<file path="config.mk">
export PLATFORM = sky130hd
export DESIGN_NAME = spi_select_and_control
export DESIGN_NICKNAME = d
export VERILOG_FILES = /design/src/spi_select_pkg.sv /design/src/spi_select_and_control.sv
export VERILOG_INCLUDE_DIRS = /design/src /design/src/src
export SDC_FILE = /design/constraint.sdc
export NUM_CORES = 1
export LEC_CHECK = 0
export BUFFER_PORTS_ARGS = -buffer_cell sky130_fd_sc_hd__buf_4
export CAP_MARGIN = 25
export CORE_AREA = 2 2 96 98
export CTS_BUF_LIST = sky130_fd_sc_hd__clkbuf_16
export DETAILED_ROUTE_END_ITERATION = 10
export DIE_AREA = 0 0 98 100
export GPL_TIMING_DRIVEN = 1
export PLACE_DENSITY = 0.81
export SYNTH_ARGS = -nofsm -noshare
export SYNTH_HDL_FRONTEND = slang
export SYNTH_SLANG_ARGS = --single-unit
</file>
<file path="constraint.sdc">
create_clock -name core_clk -period 2.7 [get_ports core_clk]
set_input_delay 0.135 -clock core_clk [delete_from_list [all_inputs] [get_ports core_clk]]
set_output_delay 0.135 -clock core_clk [all_outputs]
set_load 0.005 [all_outputs]
</file>
<file path="src/spi_select_consts.svh">
// Offsets, field positions, reset values and divider counts of the serial controller
`ifndef SPI_SELECT_CONSTS_SVH
`define SPI_SELECT_CONSTS_SVH
// Register byte offsets
`define OFF_CTRL    4'h0
`define OFF_STATUS  4'h4
`define OFF_DATA    4'h8
`define OFF_PINS    4'hC
// Reset values
`define CTRL_RESET  8'h00
`define PINS_RESET  8'h00
`define BYTE_RESET  8'h00
// Control fields
`define B_IE        7
`define B_EN        6
`define B_LSB       5
`define B_MASTER_SELECT      4
`define B_CLOCK_IDLE_LEVEL      3
`define B_CLOCK_SAMPLE_PHASE      2
// Status fields
`define B_DONE      7
`define B_WRITE_COLLISION_FLAG      6
`define B_DBL       0
// Pin configuration fields
`define B_DIR_MOSI  0
`define B_DIR_MISO  1
`define B_DIR_SCK   2
`define B_DIR_SS    3
`define B_SS_OUT    4
// Half serial period in core clocks (divider ratio / 2)
`define HALF_DIV2   7'h01
`define HALF_DIV4   7'h02
`define HALF_DIV8   7'h04
`define HALF_DIV16  7'h08
`define HALF_DIV32  7'h10
`define HALF_DIV64  7'h20
`define HALF_DIV128 7'h40
// Sixteen clock edges per byte
`define LAST_EDGE   4'hF
`endif

</file>
<file path="src/spi_select_pkg.sv">
// Types shared by the serial controller
package spi_select_pkg;
  typedef enum logic {ST_IDLE, ST_RUN} engine_state_t;
endpackage

</file>
<file path="src/spi_select_and_control.sv">
// Serial peripheral controller with master/slave select handling and AHB-Lite registers
`timescale 1ns/1ps
`include "spi_select_consts.svh"
module spi_select_and_control (
  // System
  input  wire logic        core_clk,
  input  wire logic        reset,
  // AHB-Lite slave
  input  wire logic        hsel,
  input  wire logic [31:0] haddr,
  input  wire logic [1:0]  htrans,
  input  wire logic        hwrite,
  input  wire logic [2:0]  hsize,
  input  wire logic [31:0] hwdata,
  input  wire logic        hready,
  output logic             hreadyout,
  output logic             hresp,
  output logic [31:0]      hrdata,
  // Interrupt
  input  wire logic        globalIrqEnable,
  input  wire logic        irqAck,
  output logic             irqReq,
  // Serial pins
  input  wire logic        sckIn,
  output logic             sckOut,
  output logic             sckOeN,
  input  wire logic        mosiIn,
  output logic             mosiOut,
  output logic             mosiOeN,
  input  wire logic        misoIn,
  output logic             misoOut,
  output logic             misoOeN,
  input  wire logic        ssIn,
  output logic             ssOut,
  output logic             ssOeN
);

  // Half period of the master clock for a rate code
  function automatic logic [6:0] halfCount(input logic dbl, input logic [1:0] rate);
    case ({dbl, rate})
      3'h0:    halfCount = `HALF_DIV4;
      3'h1:    halfCount = `HALF_DIV16;
      3'h2:    halfCount = `HALF_DIV64;
      3'h3:    halfCount = `HALF_DIV128;
      3'h4:    halfCount = `HALF_DIV2;
      3'h5:    halfCount = `HALF_DIV8;
      3'h6:    halfCount = `HALF_DIV32;
      default: halfCount = `HALF_DIV64;
    endcase
  endfunction

  // Bit that leaves the shifter next
  function automatic logic headBit(input logic [7:0] s, input logic lsb);
    headBit = lsb ? s[0] : s[7];
  endfunction

  // Shifter after taking in one sampled bit
  function automatic logic [7:0] shiftIn(input logic [7:0] s, input logic b, input logic lsb);
    shiftIn = lsb ? {b, s[7:1]} : {s[6:0], b};
  endfunction
  // State
  logic [7:0]  ctrl_q, ctrl_d, pins_q, pins_d;
  logic        dbl_q, dbl_d, flag_q, flag_d, write_collision_flag_q, write_collision_flag_d, armed_q, armed_d;
  logic [7:0]  cpu_flags_q, cpu_flags_d, rxBuf_q, rxBuf_d, rxSh_q, rxSh_d;
  logic        outBit_q, outBit_d, sckLvl_q, sckLvl_d;
  logic [3:0]  cnt_q, cnt_d, smp_q, smp_d;
  logic [6:0]  divCnt_q, divCnt_d;
  logic        wrPend_q, wrPend_d, rdPend_q, rdPend_d, mapped_q, mapped_d;
  logic [3:0]  addr_q, addr_d;
  logic [31:0] hrdata_q, hrdata_d;
  logic [3:0]  sync1_q, sync2_q;
  logic        sckPrev_q;
  logic [10:0] runLen_q;
  spi_select_pkg::engine_state_t state_q, state_d;
  // Decoded controls and events
  logic       en, isMaster, lsb, clock_sample_phase, ssHigh, sckSync, mosiSync, misoSync;
  logic [6:0] half;
  logic       fault, slaveActive, mEdge, sEdge, shEdge, sampleEdge, inBit, byteDone;
  logic       dataWr, dataAcc, running, mSample;
  assign en          = ctrl_q[`B_EN];
  assign isMaster    = ctrl_q[`B_MASTER_SELECT];
  assign lsb         = ctrl_q[`B_LSB];
  assign clock_sample_phase        = ctrl_q[`B_CLOCK_SAMPLE_PHASE];
  assign ssHigh      = sync2_q[3];
  assign sckSync     = sync2_q[2];
  assign mosiSync    = sync2_q[1];
  assign misoSync    = sync2_q[0];
  assign half        = halfCount(dbl_q, ctrl_q[1:0]);
  assign running     = (state_q == spi_select_pkg::ST_RUN);
  assign fault       = en & isMaster & ~pins_q[`B_DIR_SS] & ~ssHigh;
  assign slaveActive = en & ~isMaster & ~ssHigh;
  assign mEdge       = en & isMaster & running & (divCnt_q == half - 7'h01);
  assign sEdge       = slaveActive & (sckSync != sckPrev_q);
  assign shEdge      = isMaster ? mEdge : sEdge;
  assign sampleEdge  = ~cnt_q[0] ^ clock_sample_phase;
  assign inBit       = isMaster ? misoSync : mosiSync;
  assign byteDone    = shEdge & (cnt_q == `LAST_EDGE);
  assign dataWr      = wrPend_q & mapped_q & (addr_q == `OFF_DATA);
  assign dataAcc     = (wrPend_q | rdPend_q) & mapped_q & (addr_q == `OFF_DATA);
  assign mSample     = mEdge & sampleEdge;
  // Next state of bus slave, registers and shift engine
  always_comb begin
    ctrl_d   = ctrl_q;
    pins_d   = pins_q;
    dbl_d    = dbl_q;
    flag_d   = flag_q;
    write_collision_flag_d   = write_collision_flag_q;
    armed_d  = armed_q;
    cpu_flags_d   = cpu_flags_q;
    rxBuf_d  = rxBuf_q;
    rxSh_d   = rxSh_q;
    smp_d    = {smp_q[1:0], mSample & ((cnt_q | 4'h1) == `LAST_EDGE), mSample};
    outBit_d = outBit_q;
    sckLvl_d = sckLvl_q;
    cnt_d    = cnt_q;
    divCnt_d = divCnt_q;
    state_d  = state_q;
    hrdata_d = hrdata_q;
    // Master divider
    if (running && isMaster) begin
      divCnt_d = mEdge ? 7'h00 : divCnt_q + 7'h01;
    end
    // Idle: clock rests at its idle level, first bit presented
    if (!running) begin
      sckLvl_d = ctrl_q[`B_CLOCK_IDLE_LEVEL];
      outBit_d = headBit(cpu_flags_q, lsb);
    end
    // One serial clock edge
    if (shEdge) begin
      state_d = spi_select_pkg::ST_RUN;
      cnt_d   = cnt_q + 4'h1;
      if (sampleEdge) begin
        cpu_flags_d = shiftIn(cpu_flags_q, inBit, lsb);
      end else begin
        outBit_d = headBit(cpu_flags_q, lsb);
      end
      if (isMaster) begin
        sckLvl_d = ~sckLvl_q;
      end
      if (byteDone) begin
        state_d = spi_select_pkg::ST_IDLE;
        if (!isMaster) rxBuf_d = cpu_flags_d;
      end
    end
    if (smp_q[2]) rxSh_d = shiftIn(rxSh_q, misoSync, lsb);
    if (smp_q[3]) rxBuf_d = rxSh_d;
    // Engine reset: disabled, slave deselected, or master fall-back
    if (!en || (!isMaster && ssHigh) || fault) begin
      state_d  = spi_select_pkg::ST_IDLE;
      cnt_d    = 4'h0;
      divCnt_d = 7'h00;
    end
    // Data register write loads the single transmit buffer
    if (dataWr && !running) begin
      cpu_flags_d   = hwdata[7:0];
      outBit_d = headBit(hwdata[7:0], lsb);
      if (en && isMaster) begin
        state_d  = spi_select_pkg::ST_RUN;
        cnt_d    = 4'h0;
        divCnt_d = 7'h00;
      end
    end
    // Register writes
    if (wrPend_q && mapped_q) begin
      case (addr_q)
        `OFF_CTRL:   ctrl_d = hwdata[7:0];
        `OFF_STATUS: dbl_d  = hwdata[`B_DBL];
        `OFF_PINS:   pins_d = hwdata[7:0];
        default:     ;
      endcase
    end
    if (fault) begin
      ctrl_d[`B_MASTER_SELECT] = 1'h0;
    end
    // Flags: clears first, hardware sets win
    if (rdPend_q && mapped_q && addr_q == `OFF_STATUS && (flag_q || write_collision_flag_q)) begin
      armed_d = 1'h1;
    end
    if (dataAcc && armed_q) begin
      flag_d  = 1'h0;
      write_collision_flag_d  = 1'h0;
      armed_d = 1'h0;
    end
    if (irqAck) begin
      flag_d = 1'h0;
    end
    if (byteDone || fault) begin
      flag_d = 1'h1;
    end
    if (dataWr && running) begin
      write_collision_flag_d = 1'h1;
    end
    // Read data captured in the wait cycle
    if (rdPend_q) begin
      hrdata_d = 32'h0000_0000;
      if (mapped_q) begin
        case (addr_q)
          `OFF_CTRL:   hrdata_d[7:0] = ctrl_q;
          `OFF_STATUS: hrdata_d[7:0] = {flag_q, write_collision_flag_q, 5'h00, dbl_q};
          `OFF_DATA:   hrdata_d[7:0] = rxBuf_q;
          `OFF_PINS:   hrdata_d[7:0] = pins_q;
          default:     ;
        endcase
      end
    end
  end
  // Address phase capture
  always_comb begin
    wrPend_d = hsel & htrans[1] & hready & hwrite;
    rdPend_d = hsel & htrans[1] & hready & ~hwrite;
    addr_d   = haddr[3:0];
    mapped_d = (haddr[31:4] == 28'h000_0000) & (haddr[1:0] == 2'h0);
  end
  // Registers and pin synchronisers
  always_ff @(posedge core_clk or posedge reset) begin
    if (reset) begin
      ctrl_q    <= `CTRL_RESET;
      pins_q    <= `PINS_RESET;
      dbl_q     <= 1'h0;
      flag_q    <= 1'h0;
      write_collision_flag_q    <= 1'h0;
      armed_q   <= 1'h0;
      cpu_flags_q    <= `BYTE_RESET;
      rxBuf_q   <= `BYTE_RESET;
      rxSh_q    <= `BYTE_RESET;
      outBit_q  <= 1'h0;
      sckLvl_q  <= 1'h0;
      cnt_q     <= 4'h0;
      divCnt_q  <= 7'h00;
      state_q   <= spi_select_pkg::ST_IDLE;
      wrPend_q  <= 1'h0;
      rdPend_q  <= 1'h0;
      mapped_q  <= 1'h0;
      addr_q    <= 4'h0;
      hrdata_q  <= 32'h0000_0000;
      sync1_q   <= 4'hF;
      sync2_q   <= 4'hF;
      sckPrev_q <= 1'h0;
      runLen_q  <= 11'h000;
      smp_q     <= 4'h0;
    end else begin
      ctrl_q    <= ctrl_d;
      pins_q    <= pins_d;
      dbl_q     <= dbl_d;
      flag_q    <= flag_d;
      write_collision_flag_q    <= write_collision_flag_d;
      armed_q   <= armed_d;
      cpu_flags_q    <= cpu_flags_d;
      rxBuf_q   <= rxBuf_d;
      rxSh_q    <= rxSh_d;
      outBit_q  <= outBit_d;
      sckLvl_q  <= sckLvl_d;
      cnt_q     <= cnt_d;
      divCnt_q  <= divCnt_d;
      state_q   <= state_d;
      wrPend_q  <= wrPend_d;
      rdPend_q  <= rdPend_d;
      mapped_q  <= mapped_d;
      addr_q    <= addr_d;
      hrdata_q  <= hrdata_d;
      sync1_q   <= {ssIn, sckIn, mosiIn, misoIn};
      sync2_q   <= sync1_q;
      sckPrev_q <= sckSync;
      runLen_q  <= (running && isMaster) ? runLen_q + 11'h001 : 11'h000;
      smp_q     <= smp_d;
    end
  end
  // Bus answers: reads take one wait cycle, always OKAY
  assign hreadyout = ~rdPend_q;
  assign hresp     = 1'h0;
  assign hrdata    = hrdata_q;
  // Interrupt request
  assign irqReq = ctrl_q[`B_IE] & flag_q & globalIrqEnable;
  // Pin drivers; enable low means driving
  assign sckOut  = sckLvl_q;
  assign mosiOut = outBit_q;
  assign misoOut = outBit_q;
  assign ssOut   = pins_q[`B_SS_OUT];
  assign sckOeN  = ~(pins_q[`B_DIR_SCK] & ~(en & ~isMaster));
  assign mosiOeN = ~(pins_q[`B_DIR_MOSI] & ~(en & ~isMaster));
  assign misoOeN = ~(pins_q[`B_DIR_MISO] & ~(en & (isMaster | ssHigh)));
  assign ssOeN   = ~(pins_q[`B_DIR_SS] & ~(en & ~isMaster));
endmodule

</file>
==> results of run 1 <==
[per-stage QoR]
stage	util	cells	hold slack (ns)	power, mW
finish	0.597	617	0.0321	2.90
global route	0.597	617	0.0459	3.02
CTS	0.597	617	0.0290	2.91
detailed placement	0.556	591	0.227	1.78
global placement	0.556	591	0.220	1.77
floorplan	-	452	0.139	1.66
[worst paths after layout]
kind	endpoint	slack, ns	cells past startpoint
setup / recovery	cpu_flags_q[6]	0.29	5
hold / removal	mapped_q	0.03	4
setup reg to reg	cpu_flags_q[6]	0.29	5
hold reg to reg	smp_q[2]	0.35	0
max in group asynchronous	sync2_q[3]	1.56	4
min in group asynchronous	addr_q[1]	0.41	3
[repair_timing]
item | in CTS | in global routing
hold buffers | 10 | 0
hold endpoints to repair | 42 | 0
endpoints found under the setup margin | 0 | 0
[sequential cells by signal, indices dropped and copies added, names as in the netlist, 4 cells and up]
register / flops
cpu_flags_q: 8
ctrl_q: 8
hrdata: 8
pins_q: 8
rxBuf_q: 8
rxSh_q: 8
divCnt_q: 7
addr_q: 4
cnt_q: 4
smp_q: 4
sync1_q: 4
sync2_q: 4
[worst register-to-register path, cell delays in order, from the launching register on]
cell      delay, ns
dfrtp_1        0.47
xor2_1         0.20
or4b_4         0.50
a2111o_1       0.70
a21o_1         0.29
a31oi_1        0.17
[final cells by class]
class | count | area share
Clock inverter | 7 | 0.00778
Sequential cell | 86 | 0.407
Inverter | 7 | 0.00519
Tap cell | 111 | 0.0262
Multi-Input combinational cell | 309 | 0.380
Timing Repair Buffer | 88 | 0.132
Clock buffer | 9 | 0.0424
[cell families (layout without fill, tap and decap cells)]
group	after synthesis	after routing	synth area share
AO/OA/AOI/OAI	77	77	0.117
XOR/XNOR	11	11	0.0218
adder cells (fa/ha/maj)	2	2	0.00566
buffers and inverters	57	111	0.0750
flip-flops	86	86	0.489
multiplexers	49	49	0.126
other	1	25	0.000849
AND/OR/NAND/NOR	145	145	0.165
[Yosys cell counts (all sizes together) (9+ instances only)]
library cell / number
dfrtp: 78
a31oi: 12
o21ai: 12
buf: 35
nor4: 9
clkbuf: 15
a21oi: 20
nor2: 50
nand3: 17
nand2: 27
mux2i: 24
mux2: 22
[metal layers]
metal / vias up / global-route usage
met4: 0 / 0.0833
met1: 1695 / 0.294
li1: 1620 / -
met3: 31 / 0.0550
met5: - / 0
met2: 139 / 0.370
[report_power, final]
group | switching [mW] | internal (mW) | total [mW]
sequential | 0.0755 | 1.35 | 1.43
combinational | 0.174 | 0.173 | 0.347
clock | 0.504 | 0.616 | 1.12
total | 0.753 | 2.14 | 2.90
[cell usage in the layout, fill, tap and decap left out, types with 7 or more instances in the layout]
| cell | netlist | layout |
|---|---|---|
| o21ai_0 | 10 | 10 |
| buf_4 | 27 | 77 |
| dlygate4sd3_1 | 0 | 10 |
| o2bb2ai_1 | 8 | 8 |
| clkbuf_16 | 0 | 9 |
| a31oi_1 | 12 | 12 |
| dfstp_2 | 8 | 8 |
| nor2_1 | 49 | 49 |
| nand2_1 | 27 | 27 |
| a21oi_1 | 20 | 20 |
| nor4_1 | 9 | 9 |
| mux2i_1 | 24 | 24 |
| and3_1 | 8 | 8 |
| conb_1 | 1 | 25 |
| nand3_1 | 17 | 17 |
| xor2_1 | 7 | 7 |
| dfrtp_1 | 78 | 78 |
| mux2_2 | 22 | 22 |
==> reports/qor.yml, run 1 <==
status: "finished clean"
slowest_stage: "a2111o_1"
start_util: 0.497
cts-resized-gates: 0
worst_slack_ns: 0.290
cts_setup_buffers: 0
fin_nets: 583
timing.final.crit_share: 0.893
start_kind: "register"
fill_cells: 709
ys.flop_type: "dfrtp_1"
die_h_um: 100
p_leak_nw: 2.48
coreArea_sq_mm: 0.00889
num_io_pins: 123
cts_buffers: 9
syn_area_sq_mm: 0.00442
arrival_ns: 2.67
die_width_um: 98
gp_congestion: 0.896
path_class: "register to register"
vias: 3485
tightest_slew_ns: 0.718
crit_chain: "xor2_1 > or4b_4 > a2111o_1 > a21o_1 > a31oi_1"
drive_gt1_frac: 0.261
wl_met2_um: 5130
fmax_mhz: 415
area_growth_pct: 20.1
path_delay_family: "compound AO/OA/AOI/OAI gates"
die_area_sq_mm: 0.00980
cts.sinks: 86
pre_cts_slack_ns: 0.312
htree_levels: 3
yosysTopAreaCellShare: 0.442
clk_pin_slew_ns: 0.06
gr-total-overflow: 0
drc: 0
ys_seq_area_frac: 0.489
portBuffers: 69
power_per_cell_area_mw_per_mm2: 546
finalWirelength_um: 10600
clock_skew_ns: 0.00620
grt_pass1_wl_um: 17500
async_reset_ff_frac: 1.00
end_kind: "register"
worstHoldPathType: "input pin to register"
cts_root_buffer: "clkbuf_16"
synth_area_leaders: "dfrtp_1, mux2_2, mux2i_1, dfstp_2, buf_4"
hold_viol_final: 0
grt_max_degree: 54
post_dp_cell_area_sq_mm: 0.00494
antenna_cells: 0
yosysUniqueCellTypes: 55
grt_setup_unrepaired: "no"
drtAntennaViolNets: 0
timing.rr.start: "ctrl_q[1]"
seq_area_sq_mm: 0.00216
setup_tns_ns: 0
wl_met3_um: 703
final_area_sq_mm: 0.00531
drv_cap: 0
vdd_drop_max_uv: 292
drt-met1-wl_um: 4470
grt_usage: 0.226
postSynthAreaPerCell_sq_um: 10.3
setup_viol: 0
clk_latency_ns: 0.34
drt-initial-drc-count: 186
num_rows: 35
slew_viol_final: 0
via_per_inst: 5.65
wl_per_cell_um: 17.1
relSlewSlack: 0.520
dp_hpwl_um: 7390
holdCritStartpoint: "haddr[16]"
ys_ff_latch: 86
multi_input_area_sq_mm: 0.00201
fin_crit_ns: 2.41
clk_path_buf_depth: 2
max_stage_delay_ns: 0.70
topRoutingLayerUsed: "met4"
critPathMaxFanout: 19
grt_pass1_vias: 3498
cts_tree: "built"
synth_edf_count: 0
synth_cells: 428
synth_top_area_cell: "dfrtp_1"
firstDrtPassIters: 4
required_ns: 2.96
antenna_found_initial: 0
critical_path.startpoint: "ctrl_q[1]"
crit_buf_inv: 0
synth_warnings: 0
No activity file was read; power rests on OpenSTA's default activity.
==> inputs of run 2 (changes only) <==
==> constraint.sdc (replaced) <==
create_clock -name core_clk -period 2.9 [get_ports core_clk]
set_input_delay 0.145 -clock core_clk [delete_from_list [all_inputs] [get_ports core_clk]]
set_output_delay 0.145 -clock core_clk [all_outputs]
set_load 0.005 [all_outputs]
==> run 2 against run 1 <==
  * Maximum frequency fell by 0.29%
  * Worst setup slack improved by 0.19 ns
  * Worst hold slack improved by 0.016 ns
  * Via count fell by 1.8%
  * Routed wire length fell by 1.7%
  * Combinational power fell by 8.1%
  * Sequential power fell by 7%
  * Clock power barely moved
  * Global-route usage fell by 0.28 points
  * Critical path depth did not move
  * Total power fell by 5.5%
  * Critical path type unchanged
==> reports/qor.yml, run 2 (synthesis results as in run 1) <==
setup_tns_ns: 0
area_growth_pct: 20.1
end_kind: "register"
clk_pin_slew_ns: 0.06
wl_per_cell_um: 16.8
p_leak_nw: 2.50
drt-initial-drc-count: 268
status: "finished clean"
grt_pass1_vias: 3310
power_per_cell_area_mw_per_mm2: 516
slew_viol_final: 0
use_met1: 0.301
grt_max_degree: 41
grt_usage: 0.223
antenna_found_initial: 0
num_io_pins: 123
grt_setup_unrepaired: "no"
vdd_drop_max_uv: 390
path_class: "register to register"
die_width_um: 98
portBuffers: 69
cts.sinks: 86
cts_tree: "built"
finalWirelength_um: 10400
gp_congestion: 0.909
timing.final.crit_share: 0.834
clk_latency_ns: 0.34
cts_buffers: 9
coreArea_sq_mm: 0.00889
die_h_um: 100
tightest_slew_ns: 0.668
top_usage_layer: "met2"
gr-total-overflow: 0
htree_levels: 3
cts_root_buffer: "clkbuf_16"
die_area_sq_mm: 0.00980
hold_viol_final: 0
final_cell_mix: "dfrtp_1, buf_4, nor2_1"
clk_path_buf_depth: 2
fin_crit_ns: 2.42
clock_skew_ns: 0.00761
start_kind: "register"
grt_pass1_wl_um: 17100
num_rows: 35
use_met3: 0.0453
fmax_mhz: 414
drtAntennaViolNets: 0
rrSetupSlack_ns: 0.48
drive_gt1_frac: 0.255
via_per_inst: 5.55
critPathMaxFanout: 19
fin_nets: 583
antenna_cells: 0
vias: 3424
met2_usage: 0.363
required_ns: 3.15
dp_hpwl_um: 7530
arrival_ns: 2.67
drc: 0
setup_viol: 0
worstHoldPathType: "input pin to register"
firstDrtPassIters: 4
relSlewSlack: 0.554
final_util: 0.597
drv_cap: 0
start_util: 0.497
cts_setup_buffers: 0
[run 2: layout make-up]
type / instances / area (sq um)
inverters: 7 / 27.5
clock inverters: 7 / 53.8
fillers: 731 / 3580
repair buffers: 88 / 686
well taps: 111 / 139
clock buffers: 9 / 225
flip-flops and latches: 86 / 2160
multi-input cells: 309 / 2010
[run 2: per-stage QoR]
step / cell area [sq um] / power, mW / cells / setup slack [ns] / hold slack (ns)
floorplan: 4510 / 1.55 / 452 / 0.546 / 0.149
global placement: 4930 / 1.64 / 591 / 0.540 / 0.254
detailed placement: 4930 / 1.66 / 591 / 0.507 / 0.254
CTS: 5310 / 2.75 / 617 / 0.490 / 0.0377
global route: 5310 / 2.85 / 617 / 0.364 / 0.0726
finish: 5310 / 2.74 / 617 / 0.483 / 0.0485
[run 2: critical path, cell delays in order, from the launching register on]
cell	delay, ns
dfrtp_1	0.49
xor2_1	0.20
or4b_4	0.50
a2111o_1	0.69
a21o_1	0.28
a31oi_1	0.17
[run 2: what timing repair did]
| item | in CTS | in global routing |
|---|---|---|
| resized for setup | 0 | 0 |
| hold endpoints to repair | 47 | 0 |
| hold buffers | 10 | 0 |
[run 2: metal layers]
layer	vias up	share of wire
li1	1625	-
met2	106	0.50
met5	-	0
met4	0	0.016
met1	1676	0.43
met3	17	0.051
[run 2: report_power, final]
group	leakage [nW]	internal, mW	switching (mW)
logic	1.22	0.160	0.160
registers	1.13	1.26	0.0697
clock network	0.156	0.650	0.438
total	2.50	2.07	0.668
[run 2: path summary, 6_finish.rpt]
check,startpoint,end,depth (start not counted)
min reg2reg,sync1_q[1],sync2_q[1],0
min in group asynchronous,reset,addr_q[0],3
min,haddr[16],mapped_q,4
max,ctrl_q[1],cpu_flags_q[2],5
max reg2reg,ctrl_q[1],cpu_flags_q[2],5
max in group asynchronous,reset,sync1_q[1],4
==> inputs of run 3 (changes only) <==
--- a/config.mk
+++ b/config.mk
@@ -6,14 +6,15 @@
 export SDC_FILE = /design/constraint.sdc
 export NUM_CORES = 1
 export LEC_CHECK = 0
+export ABC_AREA = 1
 export BUFFER_PORTS_ARGS = -buffer_cell sky130_fd_sc_hd__buf_4
 export CAP_MARGIN = 25
-export CORE_AREA = 2 2 96 98
+export CORE_AREA = 2 2 100 102
 export CTS_BUF_LIST = sky130_fd_sc_hd__clkbuf_16
 export DETAILED_ROUTE_END_ITERATION = 10
-export DIE_AREA = 0 0 98 100
+export DIE_AREA = 0 0 102 104
 export GPL_TIMING_DRIVEN = 1
-export PLACE_DENSITY = 0.81
+export PLACE_DENSITY = 0.78
 export SYNTH_ARGS = -nofsm -noshare
 export SYNTH_HDL_FRONTEND = slang
 export SYNTH_SLANG_ARGS = --single-unit
==> constraint.sdc (replaced) <==
create_clock -name core_clk -period 1.95 [get_ports core_clk]
set_input_delay 0.0975 -clock core_clk [delete_from_list [all_inputs] [get_ports core_clk]]
set_output_delay 0.0975 -clock core_clk [all_outputs]
set_load 0.005 [all_outputs]
==> run 3 against run 2 <==
  * Register-to-register slack lost 0.32 ns
  * Die area increased by 8.2%
  * Routed wire length rose by 3.5%
  * Cell area grew 2.8%
  * Sequential share of layout area down 1.1 points
  * Worst setup slack worse by 0.32 ns
  * Via count is 14% higher
  * Sequential cell count stayed put
  * Critical path depth grew 8
  * Area after synthesis up 0.59%
==> reports/qor.yml, run 3 <==
ys_ff_latch: 86
use_met1: 0.282
grt_usage: 0.214
async_reset_ff_frac: 1.00
dp_hpwl_um: 7710
final_cell_mix: "nand2_1, buf_4, dfrtp_1"
drtAntennaViolNets: 0
endpoint: "rxBuf_q[2]"
vias: 3907
area_growth_pct: 22.7
path_class: "register to register"
ys.flop_type: "dfrtp_1"
max_stage_delay_ns: 0.42
worst-path-stages: 13
worstReg2RegEnd: "rxBuf_q[2]"
yosysUniqueCellTypes: 48
layout_commonest_cell: "nand2_1"
worst_slack_ns: 0.166
coreArea_sq_mm: 0.00955
top_usage_layer: "met2"
cpMostUsedCell: "nand2_1"
rr_worst_depth: 13
use_met3: 0.0302
drive_gt1_frac: 0.200
grt_pass1_wl_um: 17800
antenna_found_initial: 0
critPathMaxFanout: 9
rrSetupSlack_ns: 0.17
cts_tree: "built"
ys_seq_area_frac: 0.486
post-synth-top-count-cell: "nand2_1"
path_delay_family: "simple AND/OR/NAND/NOR gates"
gp_congestion: 0.888
fin_crit_ns: 1.78
final_area_sq_mm: 0.00545
syn_area_sq_mm: 0.00444
num_rows: 36
antenna_cells: 0
hold_viol_final: 0
htree_levels: 3
drv_cap: 0
timing.final.crit_share: 0.915
start_kind: "register"
die_width_um: 102
postSynthAreaPerCell_sq_um: 8.25
p_leak_nw: 2.75
cts_buffers: 9
via_per_inst: 5.13
end_kind: "register"
num_io_pins: 123
synth_cells: 539
post_dp_cell_area_sq_mm: 0.00505
finalWirelength_um: 10800
yosysTopAreaCellShare: 0.439
cts_root_buffer: "clkbuf_16"
die_area_sq_mm: 0.0106
timing.hold.ws_ns: 0.0107
grt_max_degree: 87
vdd_drop_max_uv: 513
fmax_mhz: 560
worstHoldPathType: "input pin to register"
setup_viol: 0
arrival_ns: 2.06
die_h_um: 104
critical_path.startpoint: "dbl_q"
clk_pin_slew_ns: 0.06
required_ns: 2.22
clk_path_buf_depth: 2
slowest_stage: "dfrtp_1"
crit_chain: "inv_1 > nand2_1 > nand2_1 > nand2_1 > nand2_1 > nand2_1 > nor2_2 > nand2_4 > nand2_8 > nand3_4 > nand2_4 > nand2_1 > nand2_1"
power_per_cell_area_mw_per_mm2: 768
clk_latency_ns: 0.34
start_util: 0.465
clock_skew_ns: 0.00672
fin_nets: 706
relSlewSlack: 0.664
finalPower_mw: 4.19
synth_warnings: 0
synth_edf_count: 0
pre_cts_slack_ns: 0.202
yosys-top-cells-count: "nand2_1, dfrtp_1, inv_1"
timing.rr.start: "dbl_q"
crit_buf_inv: 1
grt_pass1_vias: 3722
fill_cells: 821
met2_usage: 0.355
wl_per_cell_um: 14.1
tightest_slew_ns: 0.503
slew_viol_final: 0
portBuffers: 69
firstDrtPassIters: 5
synth_area_leaders: "dfrtp_1, nand2_1, o21ai_0, dfstp_2, inv_1"
status: "finished clean"
cts.sinks: 86
setup_tns_ns: 0
grt_setup_unrepaired: "no"
drc: 0
gr-total-overflow: 0
drt-initial-drc-count: 343
synth_top_area_cell: "dfrtp_1"
==> run 3: worst min-delay path by stage <==
| stage | depth (start not counted) | end | start | slack [ns] |
|---|---|---|---|---|
| 2_1_floorplan | 0 | sync1_q[0] | misoIn | 0.10 |
| 3_3_place_gp | 1 | sync1_q[1] | mosiIn | 0.21 |
| 3_5_place_dp | 1 | sync1_q[0] | misoIn | 0.21 |
| 4_1_cts | 3 | wrPend_q | htrans[1] | 0.01 |
| 5_1_grt | 4 | mapped_q | haddr[28] | 0.02 |
| 6_report | 4 | mapped_q | haddr[28] | 0.01 |
==> run 3: layout make-up <==
cell class / instances / area, sq um / area share
Sequential cell: 86 / 2160 / 0.397
Multi-Input combinational cell: 378 / 1890 / 0.346
Timing Repair Buffer: 89 / 706 / 0.129
Inverter: 60 / 235 / 0.0431
Clock buffer: 9 / 225 / 0.0413
Tap cell: 133 / 166 / 0.0305
Clock inverter: 7 / 72.6 / 0.0133
==> run 3: worst register-to-register path, stage by stage, from the launching register on <==
cell	delay, ns
dfrtp_1	0.42
inv_1	0.14
nand2_1	0.10
nand2_1	0.08
nand2_1	0.05
nand2_1	0.05
nand2_1	0.06
nor2_2	0.13
nand2_4	0.12
nand2_8	0.12
nand3_4	0.15
nand2_4	0.15
nand2_1	0.10
nand2_1	0.07
==> run 3: timing repair <==
action,4_1_cts,5_1_grt
setup buffers,0,0
endpoints found under the hold margin,89,0
endpoints found under the setup margin,0,1
hold buffers,10,0
gates resized for setup,0,2
==> run 3: logic make-up after synthesis <==
logic type | share of synthesized area
other cells | 0.000844
buf+inv | 0.110
fa+ha+maj | 0.00563
simple gates | 0.242
flops | 0.486
compound gates | 0.133
mux | 0.00450
xor+xnor | 0.0175
==> run 3: routing by layer <==
metal,up-vias,part of all wire
met5,-,0
met4,0,0.020
met3,18,0.058
met1,1845,0.42
li1,1876,-
met2,168,0.50
==> run 3: power by group <==
part / internal (mW) / switching (mW) / total [mW]
registers: 1.87 / 0.0564 / 1.93
clock network: 0.996 / 0.703 / 1.70
logic: 0.235 / 0.328 / 0.563
==> run 3: stage by stage <==
stage               utilization  cells
floorplan                     -    563
global placement          0.529    736
detailed placement        0.529    736
CTS                       0.571    762
global route              0.571    762
finish                    0.571    762
